<file path="src/tpw_defs.svh">
`ifndef TPW_DEFS_SVH
`define TPW_DEFS_SVH

// Register offsets (word index on the plain register port)
`define TPW_OFF_COUNTER 4'h0
`define TPW_OFF_PERIOD 4'h1
`define TPW_OFF_CHANGE 4'h2
`define TPW_OFF_WAIT 4'h3
`define TPW_OFF_BUFFER 4'h4
`define TPW_OFF_MODE 4'h5
`define TPW_OFF_CTRL1 4'h6
`define TPW_OFF_CTRL2 4'h7
`define TPW_OFF_STATUS 4'h8
`define TPW_OFF_IRQ_EN 4'h9
`define TPW_OFF_IRQ_CTRL 4'ha

// Mode register fields
`define TPW_MODE_RUN_BIT 0
`define TPW_MODE_BUFC_BIT 1
`define TPW_MODE_BUFD_BIT 2
// Control one fields
`define TPW_CR1_INIT_BIT 0
`define TPW_CR1_CLR_BIT 1
`define TPW_CR1_SRC_LSB 2
`define TPW_CR1_SRC_MSB 4
// Control two fields
`define TPW_CR2_STOP_BIT 0
`define TPW_CR2_EDGE_LSB 1
`define TPW_CR2_EDGE_MSB 2
// Status / enable fields: A, B, C, D match, overflow
`define TPW_ST_MATCH_A 0
`define TPW_ST_MATCH_B 1
`define TPW_ST_MATCH_C 2
`define TPW_ST_MATCH_D 3
`define TPW_ST_OVF 4
`define TPW_NUM_SRC 5
// Interrupt control fields
`define TPW_IC_LVL_LSB 0
`define TPW_IC_LVL_MSB 2
`define TPW_IC_REQ_BIT 3

// Reset values
`define TPW_RST_COMPARE 16'hffff
`define TPW_RST_BYTE 8'h00

`endif

</file>
<file path="src/tpw_pkg.sv">
`default_nettype none
package tpw_pkg;
   // Register port request, bundled
   typedef struct packed {
      logic [3:0] addr;
      logic [15:0] wdata;
      logic wr;
      logic rd;
   } tpw_bus_req_t;

   // Capture inputs, one bit per compare register
   typedef struct packed {
      logic [3:0] level;
   } tpw_cap_t;

   // Gray-coded waveform phases
   typedef enum logic [1:0] {
      TPW_IDLE = 2'b00,
      TPW_WAIT = 2'b01,
      TPW_ACTIVE = 2'b11,
      TPW_TAIL = 2'b10
   } tpw_phase_t;
endpackage
`default_nettype wire

</file>
<file path="src/tpw_source_div.sv">
`timescale 1ns/1ps
`default_nettype none
// Count-source divider: a one-cycle enable at 1/2^sel of the clock
module tpw_source_div #(
   parameter int WIDTH = 7
) (
   input wire logic ref_clk_i,
   input wire logic rst_b_i,
   input wire logic [2:0] sel_i,
   output logic tick_o
);
   logic [WIDTH-1:0] div_cnt;
   logic [WIDTH-1:0] next_div_cnt;
   logic next_tick;

   // Free-running prescaler; tick when the selected low bits all ones
   always_comb
   begin
      next_div_cnt = div_cnt + {{(WIDTH-1){1'b0}}, 1'b1};
      next_tick = 1'b1;
      for (int i = 0; i < WIDTH; i++)
      begin
         if (i < int'(sel_i) && !div_cnt[i])
         begin
            next_tick = 1'b0;
         end
      end
   end

   always_ff @(posedge ref_clk_i)
   begin
      if (!rst_b_i)
      begin
         div_cnt <= '0;
         tick_o <= 1'b0;
      end
      else
      begin
         div_cnt <= next_div_cnt;
         tick_o <= next_tick;
      end
   end
endmodule // tpw_source_div
`default_nettype wire

</file>
<file path="src/tpw_capture_sync.sv">
`timescale 1ns/1ps
`default_nettype none
// Capture edge detector: one stage delay, then edge compare (two cycles)
module tpw_capture_sync #(
   parameter int NCH = 4
) (
   input wire logic ref_clk_i,
   input wire logic rst_b_i,
   input wire logic [NCH-1:0] pin_i,
   output logic [NCH-1:0] edge_o
);
   logic [NCH-1:0] stage;
   logic [NCH-1:0] prev;

   genvar g;
   generate
      for (g = 0; g < NCH; g++)
      begin : g_ch
         // Rising edge per channel; pins are taken as synchronous
         always_ff @(posedge ref_clk_i)
         begin
            if (!rst_b_i)
            begin
               stage[g] <= 1'b0;
               prev[g] <= 1'b0;
               edge_o[g] <= 1'b0;
            end
            else
            begin
               stage[g] <= pin_i[g];
               prev[g] <= stage[g];
               edge_o[g] <= stage[g] & ~prev[g];
            end
         end
      end
   endgenerate
endmodule // tpw_capture_sync
`default_nettype wire

</file>
<file path="src/tpw_timer.sv">
`timescale 1ns/1ps
`default_nettype none
`include "tpw_defs.svh"
module tpw_timer #(
   parameter int CW = 16
) (
   input wire logic ref_clk_i,
   input wire logic rst_b_i,
   input wire tpw_pkg::tpw_bus_req_t bus_i,
   output logic [15:0] rdata_o,
   input wire logic trigger_pin_i,
   input wire tpw_pkg::tpw_cap_t capture_pin_i,
   output logic pwm_out_pin_o,
   output logic request_pending_o,
   output logic [2:0] priority_level_o
);
   import tpw_pkg::*;

   logic [CW-1:0] main_counter;
   logic [CW-1:0] cmp [4];
   logic [7:0] timer_mode_reg;
   logic [7:0] control_one_reg;
   logic [7:0] control_two_reg;
   logic [4:0] status_flags_reg;
   logic [4:0] irq_enable_reg;
   logic [2:0] priority_level;
   tpw_phase_t phase;
   logic trig_prev;

   logic [CW-1:0] next_main_counter;
   logic [CW-1:0] next_cmp [4];
   logic [7:0] next_timer_mode_reg;
   logic [7:0] next_control_one_reg;
   logic [7:0] next_control_two_reg;
   logic [4:0] next_status;
   logic [4:0] next_irq_enable;
   logic [2:0] next_priority_level;
   tpw_phase_t next_phase;
   logic next_pwm;
   logic next_req;
   logic [15:0] next_rdata;

   logic tick;
   logic [3:0] cap_edge;
   logic count_run;
   logic buffer_c_select;
   logic buffer_d_select;
   logic init_level;
   logic clear_on_match;
   logic stop_on_period_match;
   logic [1:0] trig_edge_sel;
   logic trig_fire;
   logic [4:0] events;
   logic wr_hit;

   assign count_run = timer_mode_reg[`TPW_MODE_RUN_BIT];
   assign buffer_c_select = timer_mode_reg[`TPW_MODE_BUFC_BIT];
   assign buffer_d_select = timer_mode_reg[`TPW_MODE_BUFD_BIT];
   assign init_level = control_one_reg[`TPW_CR1_INIT_BIT];
   assign clear_on_match = control_one_reg[`TPW_CR1_CLR_BIT];
   assign stop_on_period_match = control_two_reg[`TPW_CR2_STOP_BIT];
   assign trig_edge_sel = control_two_reg[`TPW_CR2_EDGE_MSB:`TPW_CR2_EDGE_LSB];

   // Count source, selected by the three source_select bits
   tpw_source_div #(
      .WIDTH(7)
   ) u_div (
      .ref_clk_i(ref_clk_i),
      .rst_b_i(rst_b_i),
      .sel_i(control_one_reg[`TPW_CR1_SRC_MSB:`TPW_CR1_SRC_LSB]),
      .tick_o(tick)
   );

   // Capture edges land two cycles after the pin rises
   tpw_capture_sync #(
      .NCH(4)
   ) u_cap (
      .ref_clk_i(ref_clk_i),
      .rst_b_i(rst_b_i),
      .pin_i(capture_pin_i.level),
      .edge_o(cap_edge)
   );

   // Trigger edge select: 01 rising, 10 falling, 11 both, 00 off
   always_comb
   begin
      case (trig_edge_sel)
         2'b01: trig_fire = trigger_pin_i & ~trig_prev;
         2'b10: trig_fire = ~trigger_pin_i & trig_prev;
         2'b11: trig_fire = trigger_pin_i ^ trig_prev;
         default: trig_fire = 1'b0;
      endcase
   end

   // Counter, compare registers, waveform and flags
   always_comb
   begin
      next_main_counter = main_counter;
      for (int k = 0; k < 4; k++)
      begin
         next_cmp[k] = cmp[k];
      end
      next_timer_mode_reg = timer_mode_reg;
      next_control_one_reg = control_one_reg;
      next_control_two_reg = control_two_reg;
      next_irq_enable = irq_enable_reg;
      next_priority_level = priority_level;
      next_phase = phase;
      next_pwm = pwm_out_pin_o;
      events = 5'h00;
      wr_hit = bus_i.wr;

      // Capture overrides compare contents when a pin edge arrives
      for (int k = 0; k < 4; k++)
      begin
         if (cap_edge[k])
         begin
            next_cmp[k] = main_counter;
         end
      end

      // A trigger restarts the wait phase
      if (count_run && trig_fire)
      begin
         next_main_counter = '0;
         next_phase = TPW_WAIT;
         next_pwm = init_level;
      end
      else if (count_run && tick)
      begin
         next_main_counter = main_counter + {{(CW-1){1'b0}}, 1'b1};
         if (main_counter == {CW{1'b1}})
         begin
            events[`TPW_ST_OVF] = 1'b1;
         end
         // Wait point ends the trigger wait: p+1 clocks
         if (!buffer_c_select && main_counter == cmp[2])
         begin
            events[`TPW_ST_MATCH_C] = 1'b1;
            next_pwm = ~init_level;
            next_phase = TPW_ACTIVE;
         end
         // Change point ends the active width: n-p clocks
         if (main_counter == cmp[1])
         begin
            events[`TPW_ST_MATCH_B] = 1'b1;
            next_pwm = init_level;
            next_phase = TPW_TAIL;
         end
         if (main_counter == cmp[3])
         begin
            events[`TPW_ST_MATCH_D] = 1'b1;
         end
         // Period end: m+1 clocks
         if (main_counter == cmp[0])
         begin
            events[`TPW_ST_MATCH_A] = 1'b1;
            next_pwm = init_level;
            if (buffer_d_select)
            begin
               next_cmp[1] = cmp[3];
            end
            if (clear_on_match)
            begin
               next_main_counter = '0;
            end
            if (stop_on_period_match)
            begin
               next_timer_mode_reg[`TPW_MODE_RUN_BIT] = 1'b0;
               next_phase = TPW_IDLE;
            end
            else
            begin
               next_phase = TPW_WAIT;
            end
         end
      end

      // Register writes; a counter write loses to the automatic clear
      if (wr_hit)
      begin
         case (bus_i.addr)
            `TPW_OFF_COUNTER:
            begin
               if (!(count_run && tick && clear_on_match && main_counter == cmp[0]))
               begin
                  next_main_counter = bus_i.wdata[CW-1:0];
               end
            end
            `TPW_OFF_PERIOD: next_cmp[0] = bus_i.wdata[CW-1:0];
            `TPW_OFF_CHANGE: next_cmp[1] = bus_i.wdata[CW-1:0];
            `TPW_OFF_WAIT: next_cmp[2] = bus_i.wdata[CW-1:0];
            `TPW_OFF_BUFFER: next_cmp[3] = bus_i.wdata[CW-1:0];
            `TPW_OFF_MODE: next_timer_mode_reg = bus_i.wdata[7:0];
            `TPW_OFF_CTRL1:
            begin
               next_control_one_reg = bus_i.wdata[7:0];
               next_pwm = bus_i.wdata[`TPW_CR1_INIT_BIT];
            end
            `TPW_OFF_CTRL2: next_control_two_reg = bus_i.wdata[7:0];
            `TPW_OFF_IRQ_EN: next_irq_enable = bus_i.wdata[4:0];
            `TPW_OFF_IRQ_CTRL:
               next_priority_level = bus_i.wdata[`TPW_IC_LVL_MSB:`TPW_IC_LVL_LSB];
            default: ;
         endcase
      end

      // Flags: software clears with zeros, a new event wins the same cycle
      next_status = status_flags_reg;
      if (wr_hit && bus_i.addr == `TPW_OFF_STATUS)
      begin
         next_status = status_flags_reg & bus_i.wdata[4:0];
      end
      next_status = next_status | events;

      // Combined request, recomputed every cycle and never latched
      next_req = |(next_status & next_irq_enable);
   end

   // Read mux; the value shown is the state before any write this cycle
   always_comb
   begin
      next_rdata = 16'h0000;
      if (bus_i.rd)
      begin
         case (bus_i.addr)
            `TPW_OFF_COUNTER: next_rdata = 16'(main_counter);
            `TPW_OFF_PERIOD: next_rdata = 16'(cmp[0]);
            `TPW_OFF_CHANGE: next_rdata = 16'(cmp[1]);
            `TPW_OFF_WAIT: next_rdata = 16'(cmp[2]);
            `TPW_OFF_BUFFER: next_rdata = 16'(cmp[3]);
            `TPW_OFF_MODE: next_rdata = {8'h00, timer_mode_reg};
            `TPW_OFF_CTRL1: next_rdata = {8'h00, control_one_reg};
            `TPW_OFF_CTRL2: next_rdata = {8'h00, control_two_reg};
            `TPW_OFF_STATUS: next_rdata = {11'h000, status_flags_reg};
            `TPW_OFF_IRQ_EN: next_rdata = {11'h000, irq_enable_reg};
            `TPW_OFF_IRQ_CTRL: next_rdata = {12'h000, request_pending_o, priority_level};
            default: next_rdata = 16'h0000;
         endcase
      end
   end

   // State registers
   always_ff @(posedge ref_clk_i)
   begin
      if (!rst_b_i)
      begin
         main_counter <= '0;
         for (int k = 0; k < 4; k++)
         begin
            cmp[k] <= CW'(`TPW_RST_COMPARE);
         end
         timer_mode_reg <= `TPW_RST_BYTE;
         control_one_reg <= `TPW_RST_BYTE;
         control_two_reg <= `TPW_RST_BYTE;
         status_flags_reg <= 5'h00;
         irq_enable_reg <= 5'h00;
         priority_level <= 3'h0;
         phase <= TPW_IDLE;
         trig_prev <= 1'b0;
         pwm_out_pin_o <= 1'b0;
         request_pending_o <= 1'b0;
         priority_level_o <= 3'h0;
         rdata_o <= 16'h0000;
      end
      else
      begin
         main_counter <= next_main_counter;
         for (int k = 0; k < 4; k++)
         begin
            cmp[k] <= next_cmp[k];
         end
         timer_mode_reg <= next_timer_mode_reg;
         control_one_reg <= next_control_one_reg;
         control_two_reg <= next_control_two_reg;
         status_flags_reg <= next_status;
         irq_enable_reg <= next_irq_enable;
         priority_level <= next_priority_level;
         phase <= next_phase;
         trig_prev <= trigger_pin_i;
         pwm_out_pin_o <= next_pwm;
         request_pending_o <= next_req;
         priority_level_o <= next_priority_level;
         rdata_o <= next_rdata;
      end
   end
endmodule // tpw_timer
`default_nettype wire

</file>
<file path="config.mk">
export PLATFORM = sky130hd
export DESIGN_NAME = tpw_timer
export DESIGN_NICKNAME = d
export VERILOG_FILES = /design/src/tpw_pkg.sv /design/src/tpw_source_div.sv /design/src/tpw_capture_sync.sv /design/src/tpw_timer.sv
export VERILOG_INCLUDE_DIRS = /design/src /design/src/src
export SDC_FILE = /design/constraint.sdc
export NUM_CORES = 1
export LEC_CHECK = 0
export ABC_AREA = 1
export BUFFER_PORTS_ARGS = -buffer_cell sky130_fd_sc_hd__buf_2
export CELL_PAD_IN_SITES_DETAIL_PLACEMENT = 1
export CELL_PAD_IN_SITES_GLOBAL_PLACEMENT = 1
export CORE_AREA = 2 2 144 146
export CTS_BUF_LIST = sky130_fd_sc_hd__clkbuf_2 sky130_fd_sc_hd__clkbuf_4 sky130_fd_sc_hd__clkbuf_8
export CTS_CLUSTER_DIAMETER = 100
export DETAILED_ROUTE_END_ITERATION = 10
export DIE_AREA = 0 0 146 148
export PLACE_DENSITY = 0.86
export SLEW_MARGIN = 10
export SYNTH_ARGS = -nofsm -noshare
export SYNTH_HDL_FRONTEND = slang
export SYNTH_SLANG_ARGS = --single-unit
</file>
<file path="constraint.sdc">
create_clock -name ref_clk_i -period 1.82 [get_ports ref_clk_i]
set_clock_uncertainty 0.15 [all_clocks]
set_input_delay 0.091 -clock ref_clk_i [delete_from_list [all_inputs] [get_ports ref_clk_i]]
set_output_delay 0.091 -clock ref_clk_i [all_outputs]
set_load 0.005 [all_outputs]
</file>
# --- Yosys cells after proc, flatten, opt, wreduce, memory -nomap -nowiden ---
# Memory sizes are Yosys's and may differ from the RTL's.
# Cells that the tools add are included.
word_totals:
  out_inout_bits: 21
  elab_cells: 157
  n_memories: 1
  register_bits: 92
  ram_bits: 64
  in_bits: 29
memory_table:
  columns: ["name", "depth", "word_bits", "read_ports", "rd_ports_with_merged_regs", "wr", "line_no", "rtl"]
  rows:
  - ["cmp", 4, 16, 4, 0, 4, "tpw_timer.sv:20", "logic [CW-1:0] cmp [4];"]
classes:
  eq_ne: 18
  n_reduce_logical: 29
  bitwise_logic: 22
  addsub: 2
  magnitude_cmp: 7
  muxes: 52
op_table:
  columns: ["op", "n"]
  rows:
  - ["16-bit two-way mux", 23]
  - ["16-bit one-hot mux with 11 select lines", 1]
  - ["16-bit == test", 4]
  - ["64-bit two-way mux", 1]
  - ["5-bit two-way mux", 5]
  - ["1-bit two-way mux", 21]
  - ["16-bit by 1-bit adder with 16-bit output, second input constant", 1]
  - ["16-bit == test, second input constant", 1]
  - ["4-bit by 3-bit == test with 1-bit output, second input constant", 4]
  - ["1-bit logical AND", 13]
  - ["4-bit == test, second input constant", 3]
  - ["5-bit bitwise AND", 2]
  - ["2-bit AND reduction", 5]
  - ["3-bit less-than comparator, first input constant", 3]
  - ["4-bit by 2-bit == test with 1-bit output, second input constant", 2]
  - ["1-bit logical NOT", 8]
  - ["1-bit inverter", 8]
  - ["7-bit by 1-bit adder with 7-bit output, second input constant", 1]
  - ["7-bit OR reduction", 1]
  - ["1-bit bitwise AND", 6]
  - ["1-bit by 3-bit less-than comparator with 1-bit output, first input constant", 2]
  - ["2-bit by 3-bit less-than comparator with 1-bit output, first input constant", 2]
  - ["5-bit OR", 1]
  - ["5-bit OR reduction", 1]
  - ["7 further kinds", 11]

# --- Depth between registers and ports, before layout ---
# An unclocked memory read counts as a cell.
logic_depth:
  ltp_word: 10
  depth_mapped: 15
  depth_no_buf: 14

# --- By module ---
# From an unflattened synthesis, not the netlist that was laid out.
unflattened:
  hier_cells: 1254
  hier_area_um2: 8363.0
modules_own_cells:
  columns: ["module", "cells_per_inst", "area_per_inst_um2", "n_inst", "seq_area_each_um2"]
  rows:
  - ["tpw_timer", 1169, 7653.6, 1, 2722.6]
  - ["tpw_source_div", 52, 372.9, 1, 160.2]
  - ["tpw_capture_sync", 33, 336.6, 1, 240.2]

# --- Least setup slack after synthesis ---
# Ideal clock, no wire load.
synth_path:
  kind: "flip-flop to flip-flop"
  from: "reg trig_prev"
  to: "mem cmp[1][15]"
  synth_period_minus_slack_ns: 1.785
  required_time_ns: 1.537
  stages_incl_launch_ff: 10
  arrival_time_ns: 1.502
  setup_slack_ns: 0.035
  path_buffers: 1
  setup_ns: 0.133
  cell_sequence: "dfxtp_1 > ha_1 > or2_0 > a32oi_1 > nand2_1 > nor2_4 > nand2_4 > buf_6 > o211ai_2 > nand3_1"
synth_lines:
  columns: ["item", "line_no", "rtl"]
  rows:
  - ["start: declaration", "tpw_timer.sv:28", "logic trig_prev;"]
  - ["start signal: assignment", "tpw_timer.sv:280", "trig_prev <= trigger_pin_i;"]
  - ["end: declaration", "tpw_timer.sv:20", null]

==> summary.txt <==
Outcome
  – Status: finished, violations left
  – Failing checks: negative setup slack

Worst setup path
  – Most used cell along the critical path: nor2_4
  – Worst R2R Path Depth: 11
  – Critical Path RT: 2050 ps
  – CP Max Fanout: 7
  – Crit-path cells: nand2_1, a21oi_2, nand2_2, nor2_4, nand2_4, nor2_4, nand2_8, buf_6, o211ai_1, o21ai_1, o21bai_1
  – Critical path's largest stage delay: 420 ps
  – Critical path's slowest cell: o21bai_1
  – Startpoint Class: register
  – Arr. time, crit path: 3090 ps
  – Worst R2R Setup Slack: -1040 ps
  – Crit end category: register
  – WS Path Type: register to register

Worst hold path
  – Hold path depth: 7
  – Hold crit path type: primary input to register

Final layout
  – Top reg by flops: cmp
  – Leading registers by flop count: cmp: 64 flops, main_counter: 16 flops, rdata_o: 16 flops
  – Most frequent cells in the layout: 204 x nand2_1, 140 x buf_4, 135 x dfxtp_1, 116 x inv_1, 92 x o21ai_0
  – Final instance area: 11400 um2
  – Max reg flops: 64
  – Final cell count without fillers: 1617
  – Commonest non-fill, non-tap cell in the layout: nand2_1
  – Share of post-route cells with drive strength above 1: 32.7%
  – Final net count: 1366
  – Area Growth Syn to Fin: 36.5%

Detailed routing
  – DR vias/cell: 6.75
  – WL/cell: 30.3 um
  – TritonRoute pass-1 iters: 6
  – Total number of vias: 10918
  – Antenna Nets Post-Route: 0
  – Drt total wl: 48.9 mm
  – DRC: 0
  – DR iter-0 viols: 1550

Power and ir drop
  – Combinational power share: 15.8%
  – Flop pwr share: 46.5%
  – Leak: 4.87 nW
  – Max IR drop VDD: 0.000500 V
  – Clock power share: 37.7%
  – Sw Share: 31.6%
  – Power density cells: 702 nW/um2
  – Pint: 0.00546 W
  – Switching power: 0.00252 W

GRT
  – Tot GR Track Use: 37.5%
  – Largest net degree at the start of global routing: 85
  – Number of global-route vias before repair: 10684
  – Grt total ovfl: 0
  – Initial antenna violation count: 1
  – First-pass GRT wire length: 62.1 mm

STA
  – Final hold slack: 72.3 ps
  – Slew @ Worst Pin: 719 ps
  – Period minus WS final: 2860 ps
  – Tcrit/Tclk final: 157%
  – Slew headroom: 51.5%
  – Final hold violations: 0
  – Max-slew violation count: 0
  – Final setup fails: 44
  – Final WS setup: -1040 ps
  – Fmax: 350 MHz
  – RSZ-0062 raised after global routing: true

Clock tree
  – CTS tree: built
  – Worst-path clk slew: 100 ps
  – Root Driver: clkbuf_8
  – CTS Buf Count: 17
  – CTS Buffer Depth: 2
  – H-tree Lvls: 4
  – Clk Latency, worst-skew pair: 530 ps
  – CTS Sinks: 156

Placement
  – DP HPWL: 24.5 mm
  – Buffers on Ports: 49
  – Routability cong.: 0.957
  – Inst Count DP: 1526
  – Placed inst area: 9720 um2

Floorplanning
  – Die X: 146 um
  – Die area: 21600 um2
  – Ports: 50
  – Starting density of the core: 41.6%
  – Die Ht: 148 um
  – Num rows: 52
  – Core area: 20000 um2

Synthesis
  – Synthesized area: 8330 um2
  – Netlist cell types: 46
  – Syn Area/Cell: 7.33 um2
  – Yosys Warn Count: 0
  – Register area share after synthesis: 37.5%
  – Mapped Nets: 1170
  – Synth area leader: dfxtp_1
  – Main area contributors after synthesis: dfxtp_1 37%, nand2_1 10%, o21ai_0 5.9%
  – Synthesized flop and latch total: 156
  – Syn Inst Count: 1137
  – Synth top area share: 37.5%

Job
  – # Max-Cap Violations: 0
worst max-delay path, delay by kind of cell, from the launching register on:
kind | cells | cell delay [ps]
buf+inv | 1 | 180
flops | 1 | 400
compound gates | 4 | 1070
simple gates | 6 | 900
layer usage:
metal / vias up / GRT usage [%] / routed length (um)
li1: 4225 / - / -
met1: 5146 / 43.1 / 16500
met2: 1071 / 58.9 / 20900
met3: 472 / 11.1 / 6570
met4: 4 / 28.7 / 4930
met5: - / 0 / 100
final cells by class:
| cell class | count | area, um2 |
|---|---|---|
| Fill cell | 2452 | 8660 |
| Multi-Input combinational cell | 774 | 4910 |
| Sequential cell | 156 | 3170 |
| Timing Repair Buffer | 243 | 1960 |
| Inverter | 140 | 553 |
| Tap cell | 270 | 338 |
| Clock buffer | 20 | 269 |
| Clock inverter | 12 | 161 |
| Timing Repair inverter | 1 | 8.76 |
| Antenna cell | 1 | 2.50 |
metrics by stage:
stage	util [%]	setup WS, ps	total power [W]	setup TNS (ps)
floorplan	-	35.0	0.00429	0
global placement	48.5	-287	0.00467	-5480
detailed placement	48.5	-347	0.00473	-8310
CTS	54.3	-166	0.00769	-3910
global route	56.8	-1120	0.00815	-26170
finish	56.8	-1040	0.00798	-21320
Yosys cell counts (all sizes together):
cell     count
a32oi        1
a21oi       84
a211oi       3
o211ai      79
ha           4
a221oi      24
dfxtp      156
nand3       34
nor3         2
a31oi        4
xor2        36
buf         28
o2111ai      1
and2         2
nor2        86
o31ai        1
or2          2
nand4        8
o22ai       23
clkbuf      39
nand3b       1
inv        139
nand2      233
o21ai      121
a221o        1
o221ai       3
o21bai      15
clkinv       1
xnor2        6
final timing paths:
check / startpoint / end
setup / recovery: cmp[0][11] / cmp[1][0]
hold / removal: bus_i[21] / timer_mode_reg[6]
setup reg to reg: cmp[0][11] / cmp[1][0]
hold reg to reg: u_cap.prev[2] / u_cap.edge_o[2]
power groups by stage:
stage               combinational (W)  clock (W)  sequential (W)
CTS                           0.00105    0.00296         0.00368
global placement             0.000920          0         0.00375
finish                        0.00126    0.00301         0.00371
detailed placement           0.000965          0         0.00376
global route                  0.00130    0.00313         0.00372
floorplan                    0.000561          0         0.00372
timing repair:
item | CTS | global route
endpoints found under the setup margin | 39 | 46
pin swaps | 28 | 42
cloned | 2 | 1
hold buffers | 29 | 0
gates resized for setup | 89 | 98
endpoints found under the hold margin | 114 | 0
setup buffers | 13 | 20
cells by family (layout without fill, tap and decap cells):
group	Yosys count	count (layout)	synth area share (%)
AND/OR/NAND/NOR	368	368	19.0
buffers and inverters	207	416	10.0
flip-flops	156	156	37.5
AO/OA/AOI/OAI	360	360	28.5
XOR/XNOR	42	42	4.41
adder cells (fa/ha/maj)	4	4	0.601
other	0	1	0
Note: power is estimated with default switching activity, not from simulation.
